File: src/rtl/rpm_pkg.sv
// rpm_pkg.sv - constants, offsets and types for the remappable pin output mux
package rpm_pkg;

  // ----------------------------------------------------------------
  // sizes
  // ----------------------------------------------------------------
  localparam int unsigned RPM_NPINS = 4;
  localparam int unsigned RPM_SELW  = 6;
  localparam int unsigned RPM_NFUNC = 63;
  localparam int unsigned RPM_AW    = 8;
  localparam int unsigned RPM_DW    = 32;

  // ----------------------------------------------------------------
  // register byte offsets
  // ----------------------------------------------------------------
  localparam logic [RPM_AW-1:0] RPM_OFF_SEL2  = 8'h00;
  localparam logic [RPM_AW-1:0] RPM_OFF_SEL3  = 8'h04;
  localparam logic [RPM_AW-1:0] RPM_OFF_ANSEL = 8'h08;
  localparam logic [RPM_AW-1:0] RPM_OFF_DIR   = 8'h0C;
  localparam logic [RPM_AW-1:0] RPM_OFF_LAT   = 8'h10;
  localparam logic [RPM_AW-1:0] RPM_OFF_PINS  = 8'h14;

  // decoded register index
  localparam logic [2:0] RPM_IDX_SEL2  = 3'h0;
  localparam logic [2:0] RPM_IDX_SEL3  = 3'h1;
  localparam logic [2:0] RPM_IDX_ANSEL = 3'h2;
  localparam logic [2:0] RPM_IDX_DIR   = 3'h3;
  localparam logic [2:0] RPM_IDX_LAT   = 3'h4;
  localparam logic [2:0] RPM_IDX_PINS  = 3'h5;
  localparam logic [2:0] RPM_IDX_NONE  = 3'h7;

  // ----------------------------------------------------------------
  // fields and reset values
  // ----------------------------------------------------------------
  localparam int unsigned             RPM_LO_LSB    = 0;
  localparam int unsigned             RPM_HI_LSB    = 8;
  localparam logic [15:0]             RPM_SEL_MASK  = 16'h3F3F;
  localparam logic [15:0]             RPM_SEL_RST   = 16'h0000;
  localparam logic [RPM_NPINS-1:0]    RPM_ANSEL_RST = 4'hF;
  localparam logic [RPM_NPINS-1:0]    RPM_DIR_RST   = 4'hF;
  localparam logic [RPM_NPINS-1:0]    RPM_LAT_RST   = 4'h0;
  localparam logic [RPM_SELW-1:0]     RPM_SEL_NONE  = 6'h00;
  localparam logic [1:0]              RPM_RESP_OKAY = 2'h0;
  localparam logic [1:0]              RPM_RESP_SLV  = 2'h2;

  // ----------------------------------------------------------------
  // types
  // ----------------------------------------------------------------
  typedef struct packed {
    logic oe;
    logic o;
  } rpm_drive_s;

  typedef enum logic {
    RPM_RD_IDLE,
    RPM_RD_DATA
  } rpm_rd_e;

endpackage

File: src/rtl/rpm_sync.sv
// rpm_sync.sv - two flip-flop synchroniser for pad inputs
`timescale 1ns/10ps
module rpm_sync #(
  parameter int unsigned W = 4
) (
  // clock and reset
  input  wire logic         aclk,
  input  wire logic         aresetn,
  // asynchronous in, synchronous out
  input  wire logic [W-1:0] async_in,
  output logic      [W-1:0] sync_out
);

  logic [W-1:0] meta_q;

  always_ff @(posedge aclk) begin
    if (!aresetn) begin
      meta_q   <= '0;
      sync_out <= '0;
    end else begin
      meta_q   <= async_in;
      sync_out <= meta_q;
    end
  end

endmodule // rpm_sync

File: src/rtl/rpm_pin_cell.sv
// rpm_pin_cell.sv - output source selection for one remappable pin
`timescale 1ns/10ps
module rpm_pin_cell
  import rpm_pkg::*;
#(
  parameter int unsigned NFUNC = RPM_NFUNC
) (
  // clock and reset
  input  wire logic                aclk,
  input  wire logic                aresetn,
  // sources
  input  wire logic                ded_en,
  input  wire logic                ded_o,
  input  wire logic [RPM_SELW-1:0] sel,
  input  wire logic [NFUNC-1:0]    periph_out,
  input  wire logic                dir_in,
  input  wire logic                lat,
  // pad drive
  output rpm_drive_s               drive
);

  // ----------------------------------------------------------------
  // selector decode
  // ----------------------------------------------------------------
  function automatic logic sel_routes(logic [RPM_SELW-1:0] s);
    sel_routes = (s != RPM_SEL_NONE) && (32'(s) <= NFUNC);
  endfunction

  logic fn_val;
  logic remap_on;

  assign remap_on = sel_routes(sel);
  assign fn_val   = remap_on ? periph_out[sel - 6'h01] : 1'b0;

  // ----------------------------------------------------------------
  // one output per pin, by priority
  // ----------------------------------------------------------------
  always_ff @(posedge aclk) begin
    if (!aresetn) begin
      drive <= '0;
    end else if (ded_en) begin
      drive <= '{oe: 1'b1, o: ded_o};
    end else if (remap_on) begin
      drive <= '{oe: 1'b1, o: fn_val};
    end else begin
      drive <= '{oe: !dir_in, o: lat};
    end
  end

  // ----------------------------------------------------------------
  // checks
  // ----------------------------------------------------------------
  chk_ded_priority: assert property (@(posedge aclk) disable iff (!aresetn)
    ded_en |=> drive.oe && drive.o == $past(ded_o))
    else $error("dedicated output lost priority");

  chk_remap_override: assert property (@(posedge aclk) disable iff (!aresetn)
    !ded_en && sel_routes(sel) |=> drive.oe && drive.o == $past(fn_val))
    else $error("remapped output did not override direction");

  chk_sel_zero_gpio: assert property (@(posedge aclk) disable iff (!aresetn)
    !ded_en && sel == RPM_SEL_NONE |=> drive.oe == !$past(dir_in) && drive.o == $past(lat))
    else $error("zero selector routed a peripheral");

endmodule // rpm_pin_cell

File: src/rtl/rpm_top.sv
// rpm_top.sv - remappable pin output mux with axi4-lite register slave
`timescale 1ns/10ps

// Functional notes
// - only one output source drives any pin at a time
// - one remappable function may be routed to several pins at once
// - dedicated output on a pin wins over a remapped output
// - remappable inputs still sample a pin while a dedicated function is on
// - analog selection disables digital inputs; one digital output may still drive
// - any number of remappable inputs may share pins, also pins with an output
// - direction bit gates only the gpio buffer; other outputs override it
// - remappable inputs do not override direction; software sets direction to input
// - after reset analog pins come up analog with digital inputs off
// - only analog select gates the digital input buffer; software clears it first
// - select register 2: pin 39 in bits 13-8, pin 38 in 5-0, rest zero
// - select register 3: pin 41 in 13-8, pin 40 in 5-0, reset zero
module rpm_top
  import rpm_pkg::*;
#(
  parameter int unsigned FUNC_COUNT = RPM_NFUNC
) (
  // clock and reset
  input  wire logic                  aclk,
  input  wire logic                  aresetn,
  // axi4-lite write address
  input  wire logic                  s_awvalid,
  output logic                       s_awready,
  input  wire logic [RPM_AW-1:0]     s_awaddr,
  input  wire logic [2:0]            s_awprot,
  // axi4-lite write data
  input  wire logic                  s_wvalid,
  output logic                       s_wready,
  input  wire logic [RPM_DW-1:0]     s_wdata,
  input  wire logic [3:0]            s_wstrb,
  // axi4-lite write response
  output logic                       s_bvalid,
  input  wire logic                  s_bready,
  output logic [1:0]                 s_bresp,
  // axi4-lite read address
  input  wire logic                  s_arvalid,
  output logic                       s_arready,
  input  wire logic [RPM_AW-1:0]     s_araddr,
  input  wire logic [2:0]            s_arprot,
  // axi4-lite read data
  output logic                       s_rvalid,
  input  wire logic                  s_rready,
  output logic [RPM_DW-1:0]          s_rdata,
  output logic [1:0]                 s_rresp,
  // peripheral side
  input  wire logic [FUNC_COUNT-1:0] periph_out,
  input  wire logic [RPM_NPINS-1:0]  ded_out_en,
  input  wire logic [RPM_NPINS-1:0]  ded_out,
  output logic      [RPM_NPINS-1:0]  rp_pin_in,
  // pads, index 0..3 are remappable pins 38..41
  input  wire logic [RPM_NPINS-1:0]  pad_in,
  output logic      [RPM_NPINS-1:0]  pad_o,
  output logic      [RPM_NPINS-1:0]  pad_oe,
  output logic      [RPM_NPINS-1:0]  pad_ie
);

  // ----------------------------------------------------------------
  // decode helpers
  // ----------------------------------------------------------------
  function automatic logic [2:0] reg_index(logic [RPM_AW-1:0] a);
    case ({a[RPM_AW-1:2], 2'h0})
      RPM_OFF_SEL2:  reg_index = RPM_IDX_SEL2;
      RPM_OFF_SEL3:  reg_index = RPM_IDX_SEL3;
      RPM_OFF_ANSEL: reg_index = RPM_IDX_ANSEL;
      RPM_OFF_DIR:   reg_index = RPM_IDX_DIR;
      RPM_OFF_LAT:   reg_index = RPM_IDX_LAT;
      RPM_OFF_PINS:  reg_index = RPM_IDX_PINS;
      default:       reg_index = RPM_IDX_NONE;
    endcase
  endfunction

  function automatic logic [15:0] merge16(logic [15:0] old, logic [RPM_DW-1:0] d, logic [3:0] s);
    logic [15:0] m;
    m[7:0]   = s[0] ? d[7:0] : old[7:0];
    m[15:8]  = s[1] ? d[15:8] : old[15:8];
    merge16  = m & RPM_SEL_MASK;
  endfunction

  // ----------------------------------------------------------------
  // registers
  // ----------------------------------------------------------------
  logic [15:0]           sel2_q;
  logic [15:0]           sel3_q;
  logic [RPM_NPINS-1:0]  ansel_q;
  logic [RPM_NPINS-1:0]  dir_q;
  logic [RPM_NPINS-1:0]  lat_q;
  logic [RPM_NPINS-1:0]  pin_sync;
  logic [RPM_SELW-1:0]   pin_sel [RPM_NPINS];

  // ----------------------------------------------------------------
  // write channel
  // ----------------------------------------------------------------
  logic                  aw_held_q;
  logic                  w_held_q;
  logic [RPM_AW-1:0]     aw_addr_q;
  logic [RPM_DW-1:0]     w_data_q;
  logic [3:0]            w_strb_q;
  logic                  bvalid_q;
  logic [1:0]            bresp_q;
  logic                  aw_hs;
  logic                  w_hs;
  logic                  wr_fire;
  logic [RPM_AW-1:0]     wr_addr;
  logic [RPM_DW-1:0]     wr_data;
  logic [3:0]            wr_strb;
  logic [2:0]            wr_idx;

  assign s_awready = !aw_held_q && !bvalid_q;
  assign s_wready  = !w_held_q && !bvalid_q;
  assign aw_hs     = s_awvalid && s_awready;
  assign w_hs      = s_wvalid && s_wready;
  assign wr_fire   = (aw_held_q || aw_hs) && (w_held_q || w_hs);
  assign wr_addr   = aw_held_q ? aw_addr_q : s_awaddr;
  assign wr_data   = w_held_q ? w_data_q : s_wdata;
  assign wr_strb   = w_held_q ? w_strb_q : s_wstrb;
  assign wr_idx    = reg_index(wr_addr);
  assign s_bvalid  = bvalid_q;
  assign s_bresp   = bresp_q;

  always_ff @(posedge aclk) begin
    if (!aresetn) begin
      aw_held_q <= 1'b0;
      aw_addr_q <= '0;
    end else if (wr_fire) begin
      aw_held_q <= 1'b0;
    end else if (aw_hs) begin
      aw_held_q <= 1'b1;
      aw_addr_q <= s_awaddr;
    end
  end

  always_ff @(posedge aclk) begin
    if (!aresetn) begin
      w_held_q <= 1'b0;
      w_data_q <= '0;
      w_strb_q <= '0;
    end else if (wr_fire) begin
      w_held_q <= 1'b0;
    end else if (w_hs) begin
      w_held_q <= 1'b1;
      w_data_q <= s_wdata;
      w_strb_q <= s_wstrb;
    end
  end

  always_ff @(posedge aclk) begin
    if (!aresetn) begin
      bvalid_q <= 1'b0;
      bresp_q  <= RPM_RESP_OKAY;
    end else if (wr_fire) begin
      bvalid_q <= 1'b1;
      bresp_q  <= (wr_idx == RPM_IDX_NONE || wr_idx == RPM_IDX_PINS) ? RPM_RESP_SLV : RPM_RESP_OKAY;
    end else if (s_bready) begin
      bvalid_q <= 1'b0;
    end
  end

  // register file; analog select resets to all-analog
  always_ff @(posedge aclk) begin
    if (!aresetn) begin
      sel2_q  <= RPM_SEL_RST;
      sel3_q  <= RPM_SEL_RST;
      ansel_q <= RPM_ANSEL_RST;
      dir_q   <= RPM_DIR_RST;
      lat_q   <= RPM_LAT_RST;
    end else if (wr_fire) begin
      case (wr_idx)
        RPM_IDX_SEL2:  sel2_q <= merge16(sel2_q, wr_data, wr_strb);
        RPM_IDX_SEL3:  sel3_q <= merge16(sel3_q, wr_data, wr_strb);
        RPM_IDX_ANSEL: if (wr_strb[0]) ansel_q <= wr_data[RPM_NPINS-1:0];
        RPM_IDX_DIR:   if (wr_strb[0]) dir_q <= wr_data[RPM_NPINS-1:0];
        RPM_IDX_LAT:   if (wr_strb[0]) lat_q <= wr_data[RPM_NPINS-1:0];
        default:       ;
      endcase
    end
  end

  // ----------------------------------------------------------------
  // read channel
  // ----------------------------------------------------------------
  rpm_rd_e               rd_st_q;
  logic [RPM_DW-1:0]     rdata_q;
  logic [1:0]            rresp_q;
  logic [2:0]            rd_idx_q;
  logic [2:0]            ar_idx;
  logic [RPM_DW-1:0]     rd_val;

  assign ar_idx    = reg_index(s_araddr);
  assign s_arready = (rd_st_q == RPM_RD_IDLE);
  assign s_rvalid  = (rd_st_q == RPM_RD_DATA);
  assign s_rdata   = rdata_q;
  assign s_rresp   = rresp_q;

  always_comb begin
    rd_val = '0;
    case (ar_idx)
      RPM_IDX_SEL2:  rd_val[15:0] = sel2_q & RPM_SEL_MASK;
      RPM_IDX_SEL3:  rd_val[15:0] = sel3_q & RPM_SEL_MASK;
      RPM_IDX_ANSEL: rd_val[RPM_NPINS-1:0] = ansel_q;
      RPM_IDX_DIR:   rd_val[RPM_NPINS-1:0] = dir_q;
      RPM_IDX_LAT:   rd_val[RPM_NPINS-1:0] = lat_q;
      RPM_IDX_PINS:  rd_val[RPM_NPINS-1:0] = rp_pin_in;
      default:       rd_val = '0;
    endcase
  end

  always_ff @(posedge aclk) begin
    if (!aresetn) begin
      rd_st_q  <= RPM_RD_IDLE;
      rdata_q  <= '0;
      rresp_q  <= RPM_RESP_OKAY;
      rd_idx_q <= RPM_IDX_NONE;
    end else begin
      case (rd_st_q)
        RPM_RD_IDLE: if (s_arvalid) begin
          rd_st_q  <= RPM_RD_DATA;
          rdata_q  <= rd_val;
          rd_idx_q <= ar_idx;
          rresp_q  <= (ar_idx == RPM_IDX_NONE) ? RPM_RESP_SLV : RPM_RESP_OKAY;
        end
        RPM_RD_DATA: if (s_rready) begin
          rd_st_q <= RPM_RD_IDLE;
        end
        default: rd_st_q <= RPM_RD_IDLE;
      endcase
    end
  end

  // ----------------------------------------------------------------
  // pin output path
  // ----------------------------------------------------------------
  assign pin_sel[0] = sel2_q[RPM_LO_LSB +: RPM_SELW];
  assign pin_sel[1] = sel2_q[RPM_HI_LSB +: RPM_SELW];
  assign pin_sel[2] = sel3_q[RPM_LO_LSB +: RPM_SELW];
  assign pin_sel[3] = sel3_q[RPM_HI_LSB +: RPM_SELW];

  // analog selection does not block the output drivers
  for (genvar i = 0; i < RPM_NPINS; i++) begin : g_pin
    rpm_drive_s drv;
    rpm_pin_cell #(
      .NFUNC      (FUNC_COUNT)
    ) u_cell (
      .aclk       (aclk),
      .aresetn    (aresetn),
      .ded_en     (ded_out_en[i]),
      .ded_o      (ded_out[i]),
      .sel        (pin_sel[i]),
      .periph_out (periph_out),
      .dir_in     (dir_q[i]),
      .lat        (lat_q[i]),
      .drive      (drv)
    );
    assign pad_o[i]  = drv.o;
    assign pad_oe[i] = drv.oe;
  end

  // ----------------------------------------------------------------
  // pin input path
  // ----------------------------------------------------------------
  rpm_sync #(
    .W        (RPM_NPINS)
  ) u_sync (
    .aclk     (aclk),
    .aresetn  (aresetn),
    .async_in (pad_in),
    .sync_out (pin_sync)
  );

  // only analog select gates the input buffer; direction and outputs do not
  assign pad_ie = ~ansel_q;

  always_ff @(posedge aclk) begin
    if (!aresetn) begin
      rp_pin_in <= '0;
    end else begin
      rp_pin_in <= pin_sync & ~ansel_q;
    end
  end

  // ----------------------------------------------------------------
  // checks
  // ----------------------------------------------------------------
  chk_analog_reset: assert property (@(posedge aclk) disable iff (!aresetn)
    $rose(aresetn) |-> pad_ie == '0 && ansel_q == RPM_ANSEL_RST)
    else $error("pins not analog after reset");

  chk_analog_input_off: assert property (@(posedge aclk) disable iff (!aresetn)
    ##1 (rp_pin_in & $past(ansel_q)) == '0)
    else $error("digital input passed on an analog pin");

  chk_input_with_output: assert property (@(posedge aclk) disable iff (!aresetn)
    pad_oe[0] && !ansel_q[0] |=> rp_pin_in[0] == $past(pin_sync[0]))
    else $error("input blocked on a driven pin");

  chk_input_dedicated: assert property (@(posedge aclk) disable iff (!aresetn)
    ded_out_en[1] && !ansel_q[1] |=> rp_pin_in[1] == $past(pin_sync[1]))
    else $error("input blocked by dedicated function");

  chk_dir_no_gate: assert property (@(posedge aclk) disable iff (!aresetn)
    !dir_q[2] && !ansel_q[2] ##1 !$past(ansel_q[2]) |-> rp_pin_in[2] == $past(pin_sync[2]))
    else $error("direction gated the input buffer");

  chk_sel_reserved: assert property (@(posedge aclk) disable iff (!aresetn)
    s_rvalid && (rd_idx_q == RPM_IDX_SEL2 || rd_idx_q == RPM_IDX_SEL3) |-> s_rdata[15:14] == 2'h0
      && s_rdata[7:6] == 2'h0 && s_rdata[31:16] == 16'h0000)
    else $error("reserved selector bits read nonzero");

  chk_sel3_reset: assert property (@(posedge aclk) disable iff (!aresetn)
    $rose(aresetn) |-> sel3_q == RPM_SEL_RST && sel2_q == RPM_SEL_RST)
    else $error("selector registers not zero after reset");

  chk_shared_func: assert property (@(posedge aclk) disable iff (!aresetn)
    pin_sel[0] == pin_sel[2] && pin_sel[0] != RPM_SEL_NONE && !ded_out_en[0] && !ded_out_en[2]
      |=> pad_oe[0] && pad_oe[2] && pad_o[0] == pad_o[2])
    else $error("shared function differs between pins");

  chk_write_resp: assert property (@(posedge aclk) disable iff (!aresetn)
    wr_fire |=> s_bvalid ##0 !s_awready && !s_wready)
    else $error("write response missing");

  cov_remap_write: cover property (@(posedge aclk) disable iff (!aresetn)
    wr_fire && wr_idx == RPM_IDX_SEL2);

  cov_ded_override: cover property (@(posedge aclk) disable iff (!aresetn)
    ded_out_en[0] && pin_sel[0] != RPM_SEL_NONE);

  cov_shared_pins: cover property (@(posedge aclk) disable iff (!aresetn)
    pin_sel[1] == pin_sel[2] && pin_sel[1] != RPM_SEL_NONE ##1 pad_oe[1] && pad_oe[2]);

  cov_digital_in: cover property (@(posedge aclk) disable iff (!aresetn)
    !ansel_q[0] ##2 rp_pin_in[0]);

endmodule // rpm_top

File: config.mk
export PLATFORM = sky130hd
export DESIGN_NAME = rpm_top
export DESIGN_NICKNAME = d
export VERILOG_FILES = /design/src/rtl/rpm_pkg.sv /design/src/rtl/rpm_sync.sv /design/src/rtl/rpm_pin_cell.sv /design/src/rtl/rpm_top.sv
export SDC_FILE = /design/constraint.sdc
export NUM_CORES = 1
export LEC_CHECK = 0
export BUFFER_PORTS_ARGS = -buffer_cell sky130_fd_sc_hd__buf_2
export CAP_MARGIN = 20
export CORE_ASPECT_RATIO = 0.6
export CORE_MARGIN = 2
export CORE_UTILIZATION = 35
export DETAILED_ROUTE_END_ITERATION = 12
export PLACE_DENSITY = 0.54
export SETUP_SLACK_MARGIN = 0.05
export SYNTH_ARGS = -nofsm -noshare
export SYNTH_HDL_FRONTEND = slang
export SYNTH_SLANG_ARGS = --single-unit
File: constraint.sdc
create_clock -name aclk -period 3.56 [get_ports aclk]
set_input_delay 1.068 -clock aclk [delete_from_list [all_inputs] [get_ports aclk]]
set_output_delay 1.068 -clock aclk [all_outputs]
set_load 0.02 [all_outputs]
# Yosys cells after proc, flatten, opt, wreduce, memory -nomap -nowiden
# Cells that the tools add are included.
[classes]
n_addsub = 4
n_bitwise = 5
n_eq_ne = 22
order_cmp = 4
n_reduce_logical = 35
n_mux = 30
[ops]
columns = ["cell", "n"]
rows = [
  ["3-bit one-hot mux with 6 select lines", 2],
  ["6-bit by 7-bit < comparator with 1-bit output, second input constant", 4],
  ["1-bit binary-select mux with 6-bit select", 4],
  ["6-bit by 2-bit equality test with 1-bit output, second input constant", 4],
  ["6-bit by 3-bit equality test with 1-bit output, second input constant", 4],
  ["4-bit one-hot mux with 6 select lines", 1],
  ["6-bit nonzero test", 4],
  ["6-bit by 1-bit subtractor with 6-bit output, second input constant", 4],
  ["2-bit 2-to-1 mux", 11],
  ["3-bit AND reduction", 7],
  ["10-bit one-hot mux with 2 select lines", 1],
  ["3-bit equality test, second input constant", 6],
  ["14-bit 2-to-1 mux", 1],
  ["3-bit by 2-bit equality test with 1-bit output, second input constant", 4],
  ["6-bit by 1-bit equality test with 1-bit output, second input constant", 2],
  ["6-bit zero test", 2],
  ["1-bit 2-to-1 mux", 8],
  ["8-bit 2-to-1 mux", 1],
  ["1-bit zero test", 7],
  ["3-bit by 1-bit equality test with 1-bit output, second input constant", 2],
  ["3-bit zero test", 2],
  ["2-bit AND reduction", 3],
  ["1-bit logical AND", 5],
  ["4-bit AND", 1],
  ["other kinds (6)", 10],
]
[word_totals]
elab_cells = 128
inputBits = 140
reg_bits = 104

# Logic depth before layout (Yosys ltp)
# Gate-level depths: netlist of the first run.
[logic_depth]
ltp_word = 7
ltp_mapped = 11

# Cells and area by module
# Synthesis of the first run repeated with hierarchy kept, for this count alone.
[unflattened]
hier_cells = 852
area_unflattened_um2 = 7300.8
[modules_own_cells]
columns = ["mod", "area_each_um2", "n_inst", "cells_each"]
rows = [
  ["rpm_top", 3722.3, 1, 408],
  ["rpm_pin_cell", 842.1, 4, 107],
  ["rpm_sync", 210.2, 1, 16],
]

# Least setup slack after synthesis of the first run
# OpenSTA, ideal clock, no wires.
[synth_timing]
path_type = "in2reg"
from = "input s_araddr[5]"
to = "register rdata_q[2], in the netlist s_rdata[2]"
arrival_ns = 2.954
path_buffers = 2
required_ns = 3.484
stages = 8
path_slack_ns = 0.530
cell_sequence = "nor4_1 -> nand2_1 -> ha_1 -> clkbuf_1 -> o22ai_1 -> clkbuf_1 -> a221oi_1 -> o21ai_0"
[synth_via]
elab_chain_cells = 4
elab_cells_between_ends = 14
cone_classes = "eq/ne (10); mux (2); reduce/logical (2)"
[synth_rtl]
columns = ["item", "line", "text"]
rows = [
  ["from (decl)", "rpm_top.sv:42", "input wire logic [RPM_AW-1:0] s_araddr,"],
  ["6-bit by 3-bit equality test with 1-bit output (tied with other cells)", "rpm_top.sv:65", "case ({a[RPM_AW-1:2], 2'h0})"],
  ["3-bit one-hot mux with 6 select lines (*)", "rpm_top.sv:65", ""],
  ["3-bit equality test (tied with other cells)", "rpm_top.sv:200", "case (ar_idx)"],
  ["4-bit one-hot mux with 6 select lines (*)", "rpm_top.sv:200", ""],
  ["to (signal assigned)", "rpm_top.sv:221", "rdata_q <= rd_val;"],
  ["to (decl)", "rpm_top.sv:186", "logic [RPM_DW-1:0] rdata_q;"],
]
# Every way passes the cells marked *; elsewhere a longest branch is shown, timed or not.
# A chain may end at the register's enable or synchronous reset.

# Worst setup path in the final report of the first run
[layout_timing]
from = "input s_awaddr[7]"
to = "register sel3_q[2]"
[layout_via]
elab_chain_cells = 5
elab_cells_between_ends = 10
cone_classes = "eq/ne (6); mux (2); reduce/logical (2)"
[layout_rtl]
columns = ["item", "line", "text"]
rows = [
  ["from (decl)", "rpm_top.sv:28", "input wire logic [RPM_AW-1:0] s_awaddr,"],
  ["8-bit 2-to-1 mux (*)", "rpm_top.sv:117", "assign wr_addr = aw_held_q ? aw_addr_q : s_awaddr;"],
  ["6-bit by 3-bit equality test with 1-bit output (tied with other cells)", "rpm_top.sv:65", ""],
  ["3-bit one-hot mux with 6 select lines (*)", "rpm_top.sv:65", ""],
  ["3-bit by 1-bit equality test with 1-bit output (*)", "rpm_top.sv:171", "case (wr_idx)"],
  ["3-bit AND reduction (no source line) (*)", "-", ""],
  ["to (signal assigned)", "rpm_top.sv:173", "RPM_IDX_SEL3: sel3_q <= merge16(sel3_q, wr_data, wr_strb);"],
  ["to (decl)", "rpm_top.sv:87", "logic [15:0] sel3_q;"],
]
# Marked as above.

==> results of run 1 <==
## worst min path at each step
stage | start | end | cells past startpoint
2_1_floorplan | u_sync.meta_q[0] | u_sync.sync_out[0] | 1
3_3_place_gp | u_sync.meta_q[3] | u_sync.sync_out[3] | 1
3_5_place_dp | u_sync.meta_q[3] | u_sync.sync_out[3] | 1
4_1_cts | u_sync.meta_q[3] | u_sync.sync_out[3] | 1
5_1_grt | u_sync.meta_q[3] | u_sync.sync_out[3] | 1
6_report | u_sync.meta_q[3] | u_sync.sync_out[3] | 1
## power breakdown
group / switching (W) / internal (W)
Sequential: 0.0000290 / 0.00109
Clock: 0.000402 / 0.000597
Combinational: 0.000324 / 0.000245
## metrics by stage
stage / area, um^2 / hold slack, ps / instances / setup slack (ps)
after floorplan: 7080 / 412 / 796 / 530
after global placement: 7930 / 421 / 1157 / 387
after detailed placement: 7930 / 423 / 1157 / 374
after CTS: 8240 / 442 / 1172 / 743
after global routing: 8240 / 456 / 1172 / 581
final: 8240 / 436 / 1173 / 730
## layer usage
layer / routed length (um) / vias up
li1: - / 3073
met3: 2170 / 17
met2: 8870 / 218
met5: 13 / -
met1: 11500 / 3113
met4: 126 / 2
## layout make-up
type,instances,area (um^2),share of cell area (%)
Inverter,30,113,1.37
Tap cell,273,342,4.14
Timing Repair Buffer,166,891,10.8
Multi-Input combinational cell,594,4700,57.1
Sequential cell,94,1880,22.8
Clock buffer,12,267,3.23
Antenna cell,1,2.50,0.0304
Clock inverter,3,42.5,0.516
## sequential cells by signal, summed over array words and instances, names as in the netlist, 4 cells and up
register            cells
aw_addr_q               6
dir_q                   4
u_sync.meta_q           4
s_rdata                12
sel3_q                 12
sel2_q                 12
lat_q                   4
ansel_q                 4
w_data_q               12
rp_pin_in               4
g_pin.u_cell.drive      8
u_sync.sync_out         4
## placed cells by master (no fill, tap or decap), drive strengths merged, types with 25 or more instances in the layout
cell type	instances
buf	166
nor2	92
o21ai	27
a21oi	26
inv	30
nand2	60
mux4	56
dfxtp	94
mux2i	54
mux2	25
## cells by family (layout without fill, tap and decap cells)
family | after synthesis | count (layout) | share of synthesized area (%)
buffers and inverters | 108 | 211 | 7.01
XOR/XNOR | 22 | 22 | 2.75
other | 1 | 23 | 0.0536
multiplexers | 135 | 135 | 29.8
AO/OA/AOI/OAI | 146 | 146 | 14.6
adder cells (fa/ha/maj) | 5 | 5 | 0.894
AND/OR/NAND/NOR | 264 | 264 | 18.0
flip-flops | 94 | 94 | 26.9
==> impl_metrics.json, run 1 <==
{
  "setup.worst_path.end_class": "flop",
  "synth-seq-area-share_pct": 26.9,
  "fraction_of_layout_instances_using_a_drive_strength_above_1_pct": 29.6,
  "postCtsResizedCells": 0,
  "clock_sink_count": 94,
  "synth_edf_count": 0,
  "via_count_of_the_first_global_routing_pass": 6035,
  "route.antenna.remaining_nets": 0,
  "worst_ir_drop_vdd_mv": 0.229,
  "drt-total-wl_um": 22700,
  "gpl.final_weighted_congestion": 0.948,
  "crit_path_start_kind": "primary input",
  "r2r-end": "g_pin[3].u_cell.drive[0]",
  "yosys_register_bits": 94,
  "core.rowCount": 40,
  "post_synth_inst_count": 775,
  "numCtsBuffers": 9,
  "worst_skew_pair.late_latency_ps": 350,
  "worstRegToRegCells": 8,
  "largest_cells_by_area_after_synthesis": "dfxtp_1 (27%), mux4_2 (18%), mux2i_1 (7.7%)",
  "crit_start": "s_awaddr[7]",
  "crit_path_top_delay_cell": "or4_1",
  "global_route.usage.met1_pct": 33.0,
  "ys_top_cells_by_count": "dfxtp_1 (94), nor2_1 (92), nand2_1 (60)",
  "grt_overflow_total": 0,
  "max_cap_viol_count": 0,
  "fillers": 2034,
  "clock.fmax_mhz": 353,
  "synthesis.area_mm2": 0.00700,
  "floorplan.io_pins": 197,
  "grt_antenna_before_repair": 2,
  "end_point_of_the_critical_path": "sel3_q[2]",
  "drt-initial-drc-count": 644,
  "tritoncts": "done",
  "power.leakage_nw": 3.48,
  "fin_setup_tns_ps": 0,
  "critPathMaxStageDelay_ps": 520,
  "fin_util_pct": 41.6,
  "grt_use_total_pct": 21.6,
  "drt_first_pass_iters": 5,
  "port-buffer-count": 142,
  "post_synth.cell_area_avg_um2": 9.03,
  "worst_r2r_startpoint": "sel3_q[8]",
  "nNetsFinal": 1040,
  "place_hpwl_um": 17900,
  "cp_data_arrival_time_ps": 3040,
  "crit_path_max_fanout": 9,
  "period_needed_ps": 2830,
  "hold_violations": 0,
  "status": "finished, final reports clean",
  "placeableCoreArea_mm2": 0.0198,
  "dieArea_mm2": 0.0212,
  "route.detailed.wl_per_inst_um": 19.3,
  "chipWidth_um": 187,
  "remaining_drc_errors": 0,
  "ctsLongestPathBuffers": 2,
  "rsz0062_at_grt": "false",
  "most_common_cell_in_the_netlist": "dfxtp_1",
  "report.power.total_w": 0.00269,
  "post_synth_num_cell_types": 53,
  "initial_core_util_pct": 35.3,
  "worst-slew-pin-transition_ps": 816,
  "report.final.slew_viol_count": 0,
  "cts.repair_timing.setup_buffer_count": 0,
  "timing.critical_path.buf_inv": 2,
  "detail_route.vias_per_cell": 5.48,
  "share_of_the_synthesized_area_in_the_top_cell_type_pct": 26.9,
  "crit_family": "simple AND/OR/NAND/NOR gates",
  "critPathKind": "in -> reg",
  "cts_hold_buf": 0,
  "syn2layout_area_growth_pct": 17.8,
  "post-synth-top-area-cell": "dfxtp_1",
  "finalSetupViolations": 0,
  "timing.clock.skew_ps": 6.32,
  "critical_path_cell_count": 8,
  "setup.reg_to_reg.worst_slack_ps": 870,
  "htree_num_levels": 3,
  "post-route-period-util_pct": 79.5,
  "floorplan.die.height_um": 114,
  "cp_data_required_time_ps": 3780,
  "ys.flop_type": "dfxtp_1",
  "grt_pass1_wl_um": 35200,
  "worstPathCellList": "buf_2 > or4_1 > a222oi_1 > nor3b_2 > buf_4 > nand2_1 > mux2i_1 > nor2_1",
  "timing.slew.headroom_pct": 44.2,
  "met2_usage_pct": 29.3,
  "ys_async_sr_fraction_pct": 0,
  "clock-root-buffer": "clkbuf_16",
  "yosysWarnings": 0,
  "power_density_mw_per_mm2": 326,
  "hold_crit_class": "reg -> reg",
  "grt.met3_usage_pct": 7.72,
  "routed-via-count": 6423,
  "clk_pin_slew_worst_paths_ps": 60,
  "globalRoute.busiestLayer": "met1",
  "grt_start_max_net_pins": 45
}
Power figures use the tool's default switching activity.
==> inputs of run 2 (changes only) <==
--- a/config.mk
+++ b/config.mk
@@ -11,7 +11,7 @@
 export CORE_MARGIN = 2
 export CORE_UTILIZATION = 35
 export DETAILED_ROUTE_END_ITERATION = 12
-export PLACE_DENSITY = 0.54
+export PLACE_DENSITY = 0.57
 export SETUP_SLACK_MARGIN = 0.05
 export SYNTH_ARGS = -nofsm -noshare
 export SYNTH_HDL_FRONTEND = slang
==> constraint.sdc (replaced) <==
create_clock -name aclk -period 2.3 [get_ports aclk]
set_input_delay 0.69 -clock aclk [delete_from_list [all_inputs] [get_ports aclk]]
set_output_delay 0.69 -clock aclk [all_outputs]
set_load 0.02 [all_outputs]
==> impl_metrics.json, run 2 (same netlist as run 1, synthesis figures left out) <==
{
  "grt_overflow_total": 0,
  "floorplan.die.height_um": 114,
  "clock.fmax_mhz": 423,
  "crit_path_max_fanout": 5,
  "tritoncts": "done",
  "worst_skew_pair.late_latency_ps": 350,
  "report.final.slew_viol_count": 0,
  "critPathMaxStageDelay_ps": 520,
  "routed-via-count": 6828,
  "cp_data_required_time_ps": 2510,
  "cpMostUsedCell": "buf_6",
  "clk_pin_slew_worst_paths_ps": 70,
  "grt_pass1_wl_um": 36700,
  "fillers": 1984,
  "placeableCoreArea_mm2": 0.0198,
  "route.antenna.remaining_nets": 0,
  "place_hpwl_um": 18800,
  "power_density_mw_per_mm2": 461,
  "power.leakage_nw": 3.93,
  "drt-initial-drc-count": 634,
  "worst_ir_drop_vdd_mv": 0.356,
  "initial_core_util_pct": 35.3,
  "antenna_fix_cells": 0,
  "period_needed_ps": 2370,
  "syn2layout_area_growth_pct": 31.8,
  "worst_hold_slack_ps": 430,
  "status": "finished, violations left",
  "worst-slew-pin-transition_ps": 674,
  "grt_start_max_net_pins": 45,
  "clock-root-buffer": "clkbuf_16",
  "setup.worst_path.end_class": "flop",
  "finish.cell_count_without_fillers": 1242,
  "route.detailed.wl_per_inst_um": 19.2,
  "max_cap_viol_count": 0,
  "hold_crit_class": "reg -> reg",
  "cp_data_arrival_time_ps": 2580,
  "crit_family": "simple AND/OR/NAND/NOR gates",
  "via_count_of_the_first_global_routing_pass": 6474,
  "floorplan.io_pins": 197,
  "htree_num_levels": 3,
  "finalSetupViolations": 15,
  "numCtsBuffers": 9,
  "remaining_drc_errors": 0,
  "detail_route.vias_per_cell": 5.50,
  "layout_setup_ws_ps": -65.1,
  "post-route-period-util_pct": 103,
  "layout_commonest_cell": "buf_2",
  "chipWidth_um": 187,
  "drt-total-wl_um": 23900,
  "drt_first_pass_iters": 5,
  "report.power.total_w": 0.00425,
  "mostFrequentLayoutCells": "buf_2 (141), dfxtp_1 (92), nor2_1 (82)",
  "crit_path_top_delay_cell": "or4_4",
  "timing.critical_path.buf_inv": 3,
  "grt_antenna_before_repair": 3,
  "clock_sink_count": 94,
  "grt_use_total_pct": 22.4,
  "ctsLongestPathBuffers": 2,
  "timing.clock.skew_ps": 9.00,
  "crit_path_start_kind": "primary input",
  "hold_violations": 0,
  "core.rowCount": 40,
  "failed_checks": "negative setup slack",
  "dieArea_mm2": 0.0212,
  "cts_hold_buf": 0,
  "nNetsFinal": 1109,
  "worstPathCellList": "buf_6 > or4_4 > a222oi_1 > buf_4 > nor3b_4 > buf_6 > nand2_2 > mux2i_1 > nand2_1",
  "rsz0062_at_grt": "true",
  "port-buffer-count": 142,
  "gpl.final_weighted_congestion": 0.971,
  "fraction_of_layout_instances_using_a_drive_strength_above_1_pct": 39.4,
  "placed_cells_incl_taps": 1218,
  "critPathKind": "in -> reg",
  "timing.slew.headroom_pct": 53.9,
  "preCtsSetupSlack_ps": -573
}
[run 2: cell count changes in the layout (fill, tap and decap cells not counted), moves of 7 or more]
cell / delta
a211oi_1: -7
a211oi_2: +7
buf_4: +51
buf_6: +13
nor2_1: -10
nor2_4: +7
[run 2: final cells by class]
class	instances	area, um^2	area share [%]
well taps	273	342	3.70
clock inverters	5	58.8	0.638
clock buffers	11	243	2.63
multi-input cells	594	5050	54.7
flip-flops and latches	94	1880	20.4
inverters	30	115	1.25
repair buffers	235	1540	16.6
[run 2: layer usage]
metal,part of all wire [%],vias up,wire (um),global-route usage (%)
met3,11,26,2660,8.92
met4,0.92,6,220,3.07
met1,46,3272,11000,32.0
met5,0.43,-,102,2.71
met2,41,307,9870,32.0
li1,-,3217,-,-
[run 2: through the flow]
step,utilization [%],TNS (ps),cell area [um^2]
2_1_floorplan,-,-7970,7250
3_3_place_gp,43.1,-13560,8550
3_5_place_dp,43.1,-15150,8550
4_1_cts,45.1,0,8930
5_1_grt,46.5,-4350,9220
6_report,46.5,-554,9220
[run 2: worst register-to-register path, delay by kind of cell (launching register included)]
kind,cells,cell delay [ps]
buffers and inverters,2,350
AO/OA/AOI/OAI,1,370
multiplexers,1,190
flip-flops,1,320
AND/OR/NAND/NOR,4,870
[run 2: power breakdown]
| part | internal (W) | switching [W] | leakage [nW] |
|---|---|---|---|
| clock | 0.000874 | 0.000659 | 0.142 |
| combinational | 0.000440 | 0.000556 | 3.02 |
| sequential | 0.00169 | 0.0000357 | 0.767 |
[run 2: repair_timing]
item	CTS	global route
resized for setup	14	60
pin swaps	1	15
endpoints found under the setup margin	21	41
setup buffers	2	3
gates cloned	0	3
[run 2: worst paths after layout]
check	from	endpoint	slack, ps	cells past startpoint
setup / recovery	s_awaddr[7]	dir_q[0]	-70	9
hold / removal	u_sync.meta_q[0]	u_sync.sync_out[0]	430	1
setup reg to reg	aw_held_q	dir_q[0]	60	8
hold reg to reg	u_sync.meta_q[0]	u_sync.sync_out[0]	430	1
==> inputs of run 3 (changes only) <==
--- a/config.mk
+++ b/config.mk
@@ -11,7 +11,9 @@
 export CORE_MARGIN = 2
 export CORE_UTILIZATION = 35
 export DETAILED_ROUTE_END_ITERATION = 12
+export MAX_ROUTING_LAYER = met4
 export PLACE_DENSITY = 0.57
+export RECOVER_POWER = 25
 export SETUP_SLACK_MARGIN = 0.05
 export SYNTH_ARGS = -nofsm -noshare
 export SYNTH_HDL_FRONTEND = slang
==> impl_metrics.json, run 3 (same netlist as run 1, synthesis figures left out) <==
{
  "setup.worst_path.end_class": "flop",
  "layout_commonest_cell": "buf_2",
  "global_route.usage.met1_pct": 32.9,
  "syn2layout_area_growth_pct": 30.6,
  "tritoncts": "done",
  "finish.cell_count_without_fillers": 1239,
  "grt_antenna_before_repair": 2,
  "critPathKind": "in -> reg",
  "placeableCoreArea_mm2": 0.0198,
  "fraction_of_layout_instances_using_a_drive_strength_above_1_pct": 37.8,
  "dieArea_mm2": 0.0212,
  "grt.met3_usage_pct": 8.77,
  "initial_core_util_pct": 35.3,
  "mostFrequentLayoutCells": "buf_2 (135), dfxtp_1 (92), nor2_1 (83)",
  "holdCritStartpoint": "u_sync.meta_q[3]",
  "grt_pass1_wl_um": 36600,
  "max_cap_viol_count": 0,
  "crit_path_start_kind": "primary input",
  "preCtsSetupSlack_ps": -469,
  "remaining_drc_errors": 0,
  "timing.clock.skew_ps": 9.16,
  "ctsLongestPathBuffers": 2,
  "crit_path_max_fanout": 6,
  "timing.slew.headroom_pct": 60.9,
  "met2_usage_pct": 31.0,
  "place_hpwl_um": 18700,
  "routed-via-count": 6819,
  "floorplan.die.height_um": 114,
  "numCtsBuffers": 9,
  "layout_setup_ws_ps": 12.7,
  "power.leakage_nw": 3.89,
  "route.detailed.wl_per_inst_um": 19.3,
  "port-buffer-count": 142,
  "grt_overflow_total": 0,
  "core.rowCount": 40,
  "via_count_of_the_first_global_routing_pass": 6327,
  "clock-root-buffer": "clkbuf_16",
  "status": "finished, final reports clean",
  "worst_r2r_startpoint": "sel2_q[1]",
  "cp_data_arrival_time_ps": 2530,
  "globalRoute.busiestLayer": "met1",
  "clock_sink_count": 94,
  "drt-initial-drc-count": 598,
  "route.antenna.remaining_nets": 0,
  "drt-total-wl_um": 23900,
  "clock.fmax_mhz": 437,
  "worst_skew_pair.late_latency_ps": 360,
  "finalSetupViolations": 0,
  "detailed_place.area_mm2": 0.00853,
  "drt_first_pass_iters": 5,
  "worst-slew-pin-transition_ps": 571,
  "hold_violations": 0,
  "floorplan.io_pins": 197,
  "gpl.final_weighted_congestion": 0.967,
  "cts_hold_buf": 0,
  "post-route-period-util_pct": 99.4,
  "placed_cells_incl_taps": 1214,
  "chipWidth_um": 187,
  "report.final.slew_viol_count": 0,
  "rsz0062_at_grt": "true",
  "worst_ir_drop_vdd_mv": 0.324,
  "layout.cell_area.non_filler_mm2": 0.00914,
  "clk_pin_slew_worst_paths_ps": 80,
  "htree_num_levels": 3,
  "crit_start": "s_awaddr[7]",
  "power_density_mw_per_mm2": 470,
  "grt_use_total_pct": 23.0,
  "period_needed_ps": 2290,
  "hold_crit_class": "reg -> reg",
  "fin_util_pct": 46.1,
  "detail_route.vias_per_cell": 5.50,
  "cp_data_required_time_ps": 2540,
  "nNetsFinal": 1103,
  "grt_start_max_net_pins": 45
}
run 3: worst paths after layout:
path                                                 end  slack (ps)  depth (start not counted)
worst max-delay path                           sel2_q[1]          10                          9
worst max register to register  g_pin[0].u_cell.drive[0]         130                          9
worst min register to register        u_sync.sync_out[3]         440                          1
worst min-delay path                  u_sync.sync_out[3]         440                          1
run 3: timing repair:
item                                    4_1_cts  5_1_grt
pin swaps                                     1       13
gates cloned                                  0        3
resized for setup                             4       58
endpoints found under the setup margin       21       40
buffers inserted                              2        4
run 3: metrics by stage:
step / hold slack (ps) / total power [W] / TNS, ps
after detailed placement: 423 / 0.00269 / -12460
final: 437 / 0.00429 / 0
after global routing: 458 / 0.00449 / -469
after global placement: 417 / 0.00269 / -11190
after CTS: 439 / 0.00430 / 0
after floorplan: 412 / 0.00233 / -7970
run 3: layout make-up:
type / instances / area (um^2)
flip-flops and latches: 94 / 1880
diodes: 3 / 7.51
inverters: 30 / 115
well taps: 273 / 342
fillers: 2006 / 10700
clock buffers: 9 / 225
multi-input cells: 594 / 4990
clock inverters: 7 / 87.6
repair buffers: 229 / 1490
run 3: worst max-delay path: stages:
cell and delay, ps:
buf_6 90, or4_4 510, a222oi_1 390, nor3b_4 280, buf_6 200, nand2_4 80, buf_8 140, nor2_4 100
a211oi_2 50
run 3: report_power, final:
group | leakage, nW | total (W) | internal (W) | switching (W)
logic | 2.97 | 0.000980 | 0.000428 | 0.000552
registers | 0.767 | 0.00172 | 0.00169 | 0.0000363
clock network | 0.155 | 0.00159 | 0.000873 | 0.000719
run 3: layer usage:
metal,part of all wire [%],vias to the layer above
li1,-,3211
met1,48,3294
met2,41,302
met3,11,12
met4,0.58,0
met5,0,-
